===== src/pkg/sar_consts.svh =====
`ifndef SAR_CONSTS_SVH
`define SAR_CONSTS_SVH

// result width and code points
`define SAR_NBITS        18
`define SAR_CODE_ZERO    18'h00000
`define SAR_CODE_POS_FS  18'h2FFFF
`define SAR_CODE_NEG_FS  18'h20000

// conversion clock divider (sys_clk cycles per bit-trial tick)
`define SAR_TICK_DIV     4

// throughput limit in samples per second, and the derived minimum cycle period
`define SAR_CLK_HZ       200000000
`define SAR_MAX_SPS      250000
`define SAR_MIN_PERIOD   (`SAR_CLK_HZ / `SAR_MAX_SPS)

`endif


===== src/pkg/sar_pkg.sv =====
package sar_pkg;
  typedef logic [17:0] sar_word_t;

  typedef enum logic [2:0] {
    SAR_ACQ,
    SAR_OPEN_GND,
    SAR_HOLD,
    SAR_TRIAL,
    SAR_DONE
  } sar_state_e;
endpackage


===== src/sar_conversion_core.sv =====
`timescale 1ns/1ps
`include "sar_consts.svh"

// Summary of operation
// a rising convert strobe ends acquisition and starts a conversion.
// comparator ground switches open first, then arrays move from inputs to ground.
// bits are tried MSB first toward LSB, each kept or released by comparator.
// each array has 18 binary-weighted elements, one per result bit.
// after the last trial return to acquisition, latch the code, pulse done.
// conversion is paced by an internal tick, no serial clock needed.
// the result belongs to the sample of the same strobe, no latency.
// analog parts power down between conversions; strobes faster than 250 kSPS ignored.
// output code is 18-bit two's complement.
// over-range input gives 0x2FFFF rather than wrapping.
// under-range input gives 0x20000 rather than wrapping.
// the latched result stays stable until the next conversion completes.
module sar_conversion_core (
  input  wire logic            sys_clk,
  input  wire logic            rstn,
  input  wire logic            convert_strobe,
  input  wire logic            comp_out,
  input  wire logic            over_range,
  input  wire logic            under_range,
  output logic                 pos_comparator_ground_switch,
  output logic                 neg_comparator_ground_switch,
  output logic                 sample_switch,
  output logic                 array_to_ground,
  output sar_pkg::sar_word_t   pos_array_ctrl,
  output sar_pkg::sar_word_t   neg_array_ctrl,
  output logic                 analog_power_en,
  output logic                 busy,
  output logic                 conv_done,
  output sar_pkg::sar_word_t   result
);
  import sar_pkg::*;

  typedef struct packed {
    sar_state_e  state;
    logic        strobe_d;
    sar_word_t   trial;
    sar_word_t   bitmask;
    sar_word_t   result;
    logic        done;
    logic        over;
    logic        under;
    logic [15:0] period_cnt;
    logic        gnd_sw;
    logic        samp_sw;
    logic        arr_gnd;
    sar_word_t   pos_ctrl;
    sar_word_t   neg_ctrl;
    logic        pwr_en;
    logic        busy;
  } sar_core_s;

  sar_core_s cur;
  sar_core_s next_cur;
  logic      tick;
  logic      run;
  logic      strobe_rise;
  logic      period_ok;

  // power-up contents: acquisition, ground switches closed, arrays on the inputs
  localparam sar_core_s CORE_RESET = '{
    state:      SAR_ACQ,
    strobe_d:   1'b1,
    trial:      18'h00000,
    bitmask:    18'h00000,
    result:     `SAR_CODE_ZERO,
    done:       1'b0,
    over:       1'b0,
    under:      1'b0,
    period_cnt: 16'hFFFF,
    gnd_sw:     1'b1,
    samp_sw:    1'b1,
    arr_gnd:    1'b0,
    pos_ctrl:   18'h00000,
    neg_ctrl:   18'h00000,
    pwr_en:     1'b0,
    busy:       1'b0
  };

  // phases in which the analog front end is powered and the tick runs
  function automatic logic is_active(input sar_state_e s);
    return (s == SAR_OPEN_GND) || (s == SAR_HOLD) || (s == SAR_TRIAL);
  endfunction

  // arrays stay on the inputs until the comparator side is already floating
  function automatic logic on_inputs(input sar_state_e s);
    return (s == SAR_ACQ) || (s == SAR_OPEN_GND);
  endfunction

  // arrays tied to ground from hold through the last bit trial
  function automatic logic arrays_grounded(input sar_state_e s);
    return (s == SAR_HOLD) || (s == SAR_TRIAL);
  endfunction

  // one trial: drop the bit if the trial overshoots, then raise the next lower bit;
  // after the lsb the shifted mask is zero, so only the keep or drop remains
  function automatic sar_word_t trial_step(input sar_word_t trial, input sar_word_t mask,
                                           input logic      keep);
    sar_word_t t;
    t = keep ? trial : (trial & ~mask);
    return t | (mask >> 1);
  endfunction

  // straight binary trial word to two's complement, with saturation
  function automatic sar_word_t to_code(input sar_word_t raw, input logic ovr,
                                        input logic und);
    sar_word_t c;
    c = {~raw[17], raw[16:0]};
    if (ovr) begin
      c = `SAR_CODE_POS_FS;
    end else if (und) begin
      c = `SAR_CODE_NEG_FS;
    end
    return c;
  endfunction

  // conversion pace comes from the internal tick divider
  assign run = is_active(cur.state);
  sar_tick_gen u_tick (
    .sys_clk (sys_clk),
    .rstn    (rstn),
    .run     (run),
    .tick    (tick)
  );

  assign strobe_rise = convert_strobe && !cur.strobe_d;
  assign period_ok   = cur.period_cnt >= 16'(`SAR_MIN_PERIOD - 1);

  // conversion sequencer
  always_comb begin
    next_cur = cur;
    next_cur.strobe_d = convert_strobe;
    next_cur.done = 1'b0;
    if (cur.period_cnt != 16'hFFFF) begin
      next_cur.period_cnt = cur.period_cnt + 16'h0001;
    end
    case (cur.state)
      // tracking the inputs; only a qualified strobe edge leaves
      SAR_ACQ: begin
        if (strobe_rise && period_ok) begin
          next_cur.state = SAR_OPEN_GND;
          next_cur.period_cnt = 16'h0000;
          next_cur.over = over_range;
          next_cur.under = under_range;
        end
      end
      // comparator ground switches open while the arrays still see the inputs
      SAR_OPEN_GND: begin
        if (tick) begin
          next_cur.state = SAR_HOLD;
        end
      end
      // arrays on ground, comparator settles on the held charge
      SAR_HOLD: begin
        if (tick) begin
          next_cur.state = SAR_TRIAL;
          next_cur.bitmask = 18'h20000;
          next_cur.trial = 18'h20000;
        end
      end
      SAR_TRIAL: begin
        if (tick) begin
          next_cur.trial = trial_step(cur.trial, cur.bitmask, comp_out);
          next_cur.bitmask = cur.bitmask >> 1;
          if (cur.bitmask[0]) begin
            next_cur.state = SAR_DONE;
          end
        end
      end
      SAR_DONE: begin
        next_cur.result = to_code(cur.trial, cur.over, cur.under);
        next_cur.done = 1'b1;
        next_cur.state = SAR_ACQ;
        next_cur.trial = '0;
        next_cur.bitmask = '0;
      end
      default: begin
        next_cur.state = SAR_ACQ;
      end
    endcase
    // outputs follow the state this edge enters, so their timing matches a state decode
    next_cur.gnd_sw   = (next_cur.state == SAR_ACQ);
    next_cur.samp_sw  = on_inputs(next_cur.state);
    next_cur.arr_gnd  = arrays_grounded(next_cur.state);
    next_cur.pos_ctrl = (next_cur.state == SAR_TRIAL) ? next_cur.trial : '0;
    next_cur.neg_ctrl = (next_cur.state == SAR_TRIAL) ? ~next_cur.trial : '0;
    next_cur.pwr_en   = is_active(next_cur.state);
    next_cur.busy     = (next_cur.state != SAR_ACQ);
  end

  always_ff @(posedge sys_clk or negedge rstn) begin
    if (!rstn) begin
      cur <= CORE_RESET;
    end else begin
      cur <= next_cur;
    end
  end

  // outputs straight from flops so the analog switches never see decode glitches
  assign pos_comparator_ground_switch = cur.gnd_sw;
  assign neg_comparator_ground_switch = cur.gnd_sw;
  assign sample_switch   = cur.samp_sw;
  assign array_to_ground = cur.arr_gnd;
  assign pos_array_ctrl  = cur.pos_ctrl;
  assign neg_array_ctrl  = cur.neg_ctrl;
  assign analog_power_en = cur.pwr_en;
  assign busy      = cur.busy;
  assign conv_done = cur.done;
  assign result    = cur.result;
endmodule


===== src/sar_tick_gen.sv =====
`timescale 1ns/1ps
`include "sar_consts.svh"

// internal conversion clock: one-cycle enable every SAR_TICK_DIV cycles while running
module sar_tick_gen (
  input  wire logic sys_clk,
  input  wire logic rstn,
  input  wire logic run,
  output logic      tick
);
  import sar_pkg::*;

  typedef struct packed {
    logic [7:0] cnt;
    logic       tick;
  } sar_tick_s;

  sar_tick_s cur;
  sar_tick_s next_cur;

  // free counting only while a conversion runs
  always_comb begin
    next_cur = cur;
    next_cur.tick = 1'b0;
    if (!run) begin
      next_cur.cnt = 8'h00;
    end else if (cur.cnt == 8'(`SAR_TICK_DIV - 1)) begin
      next_cur.cnt = 8'h00;
      next_cur.tick = 1'b1;
    end else begin
      next_cur.cnt = cur.cnt + 8'h01;
    end
  end

  always_ff @(posedge sys_clk or negedge rstn) begin
    if (!rstn) begin
      cur <= '0;
    end else begin
      cur <= next_cur;
    end
  end

  assign tick = cur.tick;
endmodule


===== config.mk =====
export PLATFORM = sky130hd
export DESIGN_NAME = sar_conversion_core
export DESIGN_NICKNAME = d
export VERILOG_FILES = /design/src/pkg/sar_pkg.sv /design/src/sar_conversion_core.sv /design/src/sar_tick_gen.sv
export VERILOG_INCLUDE_DIRS = /design/src /design/src/pkg
export SDC_FILE = /design/constraint.sdc
export NUM_CORES = 1
export LEC_CHECK = 0
export ABC_AREA = 1
export CELL_PAD_IN_SITES_DETAIL_PLACEMENT = 1
export CELL_PAD_IN_SITES_GLOBAL_PLACEMENT = 1
export CORE_AREA = 2 2 123 125
export DETAILED_ROUTE_END_ITERATION = 10
export DIE_AREA = 0 0 125 127
export DONT_BUFFER_PORTS = 1
export GPL_TIMING_DRIVEN = 0
export HOLD_SLACK_MARGIN = 0.15
export MAX_ROUTING_LAYER = met4
export PLACE_DENSITY = 0.69
export SETUP_SLACK_MARGIN = 0.1
export SKIP_CTS_REPAIR_TIMING = 1
export SLEW_MARGIN = 25
export SYNTH_ARGS = -nofsm -noshare
export SYNTH_HDL_FRONTEND = slang
export SYNTH_HIERARCHICAL = 1
export SYNTH_SLANG_ARGS = --single-unit

===== constraint.sdc =====
create_clock -name sys_clk -period 1.65 [get_ports sys_clk]
set_input_delay 0.165 -clock sys_clk [delete_from_list [all_inputs] [get_ports sys_clk]]
set_output_delay 0.165 -clock sys_clk [all_outputs]
set_load 0.02 [all_outputs]

Word-level counts from Yosys, hierarchy flattened
Cells that the tools add are included.
{ "word_totals": {"ff_bits": 127, "latch_bits": 0, "ramBits": 0, "romBits": 0, "out_inout_bits": 61, "elab_cells": 74, "memories": 0} }
{ "classes": {"add_sub_neg": 2, "n_mul": 0, "div": 0, "order_cmp": 1, "eq_ne": 11, "shifts": 0, "mux": 22, "n_bitwise": 5, "n_reduce_logical": 15} }
{ "op_table": {"columns": ["op", "count"], "rows": [
  ["36-bit case mux with 3 select lines", 1],
  ["18-bit 2-to-1 mux", 5],
  ["36-bit 2-to-1 mux", 2],
  ["16-bit 2-to-1 mux", 3],
  ["18-bit NOT", 2],
  ["18-bit bitwise AND", 1],
  ["18-bit by 17-bit bitwise OR with 18-bit output", 1],
  ["16-bit by 1-bit adder with 16-bit output (second input constant)", 1],
  ["16-bit by 10-bit >= comparator with 1-bit output (second input constant)", 1],
  ["8-bit 2-to-1 mux", 2],
  ["16-bit != test (second input constant)", 1],
  ["3-bit 2-to-1 mux", 5],
  ["3-bit by 2-bit equality test with 1-bit output (second input constant)", 4],
  ["3-bit case mux with 4 select lines", 1],
  ["8-bit by 1-bit adder with 8-bit output (second input constant)", 1],
  ["8-bit by 2-bit equality test with 1-bit output (second input constant)", 1],
  ["3-bit by 1-bit equality test with 1-bit output (second input constant)", 2],
  ["3-bit zero test", 2],
  ["1-bit logical OR", 6],
  ["3-bit nonzero test", 2],
  ["2-bit by 1-bit != test with 1-bit output (second input constant)", 2],
  ["3-bit equality test (second input constant)", 1],
  ["1-bit 2-to-1 mux", 3],
  ["3-bit AND reduction", 1],
  ["other kinds (4)", 5]
]} }

Logic depth before layout (Yosys ltp)
{ "logic_depth": {"word_depth": 8, "depth_mapped": 11, "mapped_depth_nobuf": 10} }

Hierarchy
Netlist, hierarchy kept.
{ "by_module_without_submodules": {"columns": ["module", "instances", "cells_per_inst", "area_per_inst_um2", "seq_area_each_um2"], "rows": [
  ["sar_conversion_core", 1, 586, 5282.6, 2976.6],
  ["sar_tick_gen", 1, 51, 439.2, 225.2]
]} }

Worst setup path before layout
No wires, ideal clock.
{ "synth_path": {"path_kind": "reg-to-reg", "start": "register cur[41] (netlist name)", "end": "register cur[46] (netlist name)", "setup_ns": 0.067, "t_arrival_ns": 1.562, "t_required_ns": 1.583, "setup_slack_ns": 0.021, "path_stages_with_launch": 10, "n_path_buf": 0, "path_cell_list": "dfstp_2 > ha_1 > nand2_2 > nor2_1 > nand2_2 > nor2_1 > nand3_1 > nand2_1 > nand2_1 > nor2_1"} }
{ "synth_rtl": {"columns": ["element", "line_no", "text"], "rows": [
  ["start, declared", "sar_conversion_core.sv:56", "sar_core_s cur;"],
  ["start signal, assigned", "sar_conversion_core.sv:198", "cur <= next_cur;"]
]} }

==> impl_summary.log <==
[metrics] critical path peak fanout: 5
[metrics] reg-to-reg critical path endpoint: cur[43]$_DFF_PN1_
[metrics] clock skew: ~0.011 ns
[metrics] ys flop type: dfrtp_1
[metrics] area of the mapped netlist: around 0.0057 mm^2
[metrics] utilization of the core after routing: 0.531
[metrics] vias after detailed routing: approximately 4500
[metrics] vertical die dimension: ~130 um
[metrics] post-CTS clock slew at the launch and capture registers of the worst setup and hold paths: roughly 0.060 ns
[metrics] most common cell after layout, fill and taps aside: nand2_1
[metrics] classification of the worst setup path: reg2reg
[metrics] CP peak stage delay: 0.58 ns
[metrics] root buf cell: clkbuf_16
[metrics] flip-flop and latch count after synthesis: between 100 and 150
[metrics] main combinational cell family by area after synthesis: simple AND/OR/NAND/NOR gates
[metrics] first-pass GRT wire length: ~24 mm
[metrics] total power density per cell area: 967 mW/mm^2
[metrics] GRT Total Usage: 0.193
[metrics] Std-Cell Core Area: 0.0144 mm^2
[metrics] first drt pass iteration count: 4
[metrics] R2R Path Start: cur[42]$_DFF_PN1_
[metrics] part of the cycle the worst path needs: 1.04
[metrics] sequential-to-total area share from yosys stat: 0.560
[metrics] endpoint arrival time on the critical path: 2.07 ns
[metrics] number of nets in the final layout: roughly 700
[metrics] fin. max-slew vios: 0
[metrics] Synth Instances: 637
[metrics] IO Port Bufs: 0
[metrics] fillers: between 1500 and 2000
[metrics] category of the worst setup path capture point: register
[metrics] clock insertion delay at the later pin of the skew report: roughly 0.42 ns
[metrics] leading cell types in the layout, fill and taps excluded: 115 x nand2_1, 105 x dfrtp_1, 78 x buf_4
[metrics] htree depth: 4
[metrics] total I/O pin count: 67
[metrics] final worst slack: -0.0727 ns
[metrics] Ant. Diodes: 0
[metrics] origin of the worst setup path: cur[42]$_DFF_PN1_
[metrics] pin count of the biggest net entering global routing: between 100 and 150
[metrics] clk sinks: 127
[metrics] share of synthesized cell area in and, or, nand and nor gates: 0.235
[metrics] remaining design rule violation count: 0
[metrics] share of synthesized area spent on multiplexers: 0
[metrics] final non-filler cell total: a little under 900
[metrics] number of global-route vias before repair: around 4700
[metrics] area growth from synthesis to layout: 33.9%
[metrics] required time at the worst-slack endpoint: roughly 2.0 ns
[metrics] area fraction in compound gates after synthesis: 0.0719
[metrics] Reg area: roughly 0.0032 mm^2
[metrics] setup repair after global routing missed its margin: yes
[metrics] worst slew pin tran: roughly 0.57 ns
[metrics] violations in the final reports: negative hold slack, negative setup slack
[metrics] count of endpoints failing hold in the final timing report: around 130
[metrics] VDD IR-drop max: between 500 and 600 uV
[metrics] clock tree from TritonCTS: done
[metrics] Post-Synthesis Mean Instance Area: 8.98 um^2
[metrics] post-synth net total: roughly 650
[metrics] startpoint kind of the worst setup timing path: register
[metrics] row count: 44
[metrics] finished layout cell area: approximately 0.0077 mm^2
[metrics] combined area of the multi-input logic cells: between 0.002 and 0.0025 mm^2
[metrics] Post-DP Area: 0.00596 mm^2
[metrics] Final HPWL DP: 9.78 mm
[metrics] minimum clock period: about 1.7 ns
[metrics] GPL Wtd Cong: ~0.84
[metrics] starting density of the core: 0.397
[metrics] final-report setup violation count: 6
[metrics] Routed Wire Length: around 16 mm
[metrics] Detailed Route Iter0 Violations: 160
[metrics] Pleak: roughly 0.0038 uW
[metrics] area enclosed by the die boundary: about 0.016 mm^2
[metrics] yosys warns: 6
[metrics] count of cells along the worst register-to-register path: 9
[metrics] average wire per cell in the routed design: between 15 and 20 um
[metrics] x dimension of the die: roughly 130 um
[metrics] post-synthesis xor/xnor area fraction: 0.00612
[metrics] number of cells in the design after placement: 821
[metrics] Total Neg Setup Slack: -0.186 ns
[metrics] type of the worst min-delay path: in2async
[metrics] leftover overflow at the end of global routing: 0
[metrics] setup slack on the worst flop-to-flop path: -0.07 ns
[metrics] Highest Clock Rate: just under 0.6 GHz
[metrics] maximum buffer depth of the clock tree: 2
[metrics] Avg Vias per Cell: 5.06
[metrics] cell-by-cell listing of the critical path: ha_4 -> nand2_4 -> nor2_4 -> nand2_4 -> nor2_4 -> nand3_4 -> nand2_2 -> nand2_2 -> nor2_2
[metrics] last element of the critical path: cur[43]$_DFF_PN1_
[metrics] number of enable-type register cells in the synthesized netlist: 0
[metrics] run status: finished, violations left
[metrics] cell with the largest stage delay on the worst path: dfstp_2
[metrics] ratio of cells with drive above 1 in the final layout: 0.400
[metrics] share of synthesized registers carrying an async set or reset: 1.00
[metrics] residual antenna-violating net count after detailed routing: 0
[metrics] count of cell types in the netlist: 36
[metrics] initial antenna violation count: 0
[metrics] maxcap violations: 0
[metrics] Max transition margin: 0.621
[metrics] total design power: ~7400 uW
[metrics] Hold WS: -0.543 ns
[metrics] share of synthesized cell area in full adder, half adder and majority cells: 0.00656
[metrics] clock buffer count from CTS: 17
registers in the layout, indices dropped and copies added (netlist names):
signal and flops:
neg_comparator_ground_switch 1, u_tick/tick 1, analog_power_en 1, pos_array_ctrl 18, array_to_ground 1, u_tick/cur 8
sample_switch 1, conv_done 1, neg_array_ctrl 18, result 18, busy 1, cur 58
cell type report:
cell class                      count  share of cell area
Buffer                             71              0.0717
Tap cell                          184              0.0300
Timing Repair Buffer               37              0.0514
Clock inverter                     11              0.0250
Inverter                           46              0.0243
Multi-Input combinational cell    392               0.322
Sequential cell                   127               0.418
Clock buffer                       21              0.0575
Yosys cell counts, drive strengths merged, types with 3 or more instances:
library cell    n  area share
dfstp          19       0.087
dfrtp         108        0.47
nand2         165        0.11
nand4          19       0.021
ha              3      0.0066
buf            64       0.082
xor2            3      0.0046
clkbuf          8      0.0070
inv            45       0.030
a21oi          44       0.038
nand3          40       0.037
nor2           79       0.060
o21a            3      0.0039
o21ai          25       0.023
nor3            3      0.0026
logic make-up after synthesis:
logic type | Yosys count
fa+ha+maj | 3
compound gates | 77
flops | 127
xor+xnor | 4
buf+inv | 118
simple gates | 308
report_power, final:
part | total (uW) | switching (uW) | leakage, uW | internal [uW]
sequential | 3180 | 20.0 | 0.00155 | 3160
combinational | 162 | 93.8 | 0.00192 | 68.6
clock | 4070 | 1400 | 0.000297 | 2670
total | 7410 | 1510 | 0.00377 | 5900
layer usage:
layer | share of wire | vias to the layer above | track usage
met4 | 0.017 | 0 | 0.0667
met5 | 0 | - | -
met1 | 0.43 | 2298 | 0.240
met3 | 0.029 | 22 | 0.0419
li1 | - | 2111 | -
met2 | 0.52 | 71 | 0.316
metrics by stage:
| stage | hold WS [ns] | worst slack (ns) |
|---|---|---|
| finish | -0.543 | -0.0727 |
| global route | -0.569 | -0.145 |
| CTS | -0.573 | -0.200 |
| detailed placement | -0.126 | -0.176 |
| global placement | -0.124 | -0.124 |
| floorplan | -0.131 | 0.108 |
worst min path at each step:
stage / startpoint / endpoint / slack [ns] / cells past startpoint
finish: rstn / pos_array_ctrl[16]$_DFF_PN0_ / -0.54 / 0
detailed placement: rstn / cur[57]$_DFFE_PN0P_ / -0.13 / 0
CTS: rstn / cur[115]$_DFF_PN0_ / -0.57 / 0
floorplan: rstn / analog_power_en$_DFF_PN0_ / -0.13 / 0
global route: rstn / pos_array_ctrl[9]$_DFF_PN0_ / -0.57 / 0
global placement: rstn / cur[57]$_DFFE_PN0P_ / -0.12 / 0
worst max-delay path, delay by kind of cell (launching register included):
kind | cells | cell delay (ns)
flops | 1 | 0.58
simple gates | 8 | 0.92
fa+ha+maj | 1 | 0.16
No activity file was read; power rests on OpenSTA's default activity.
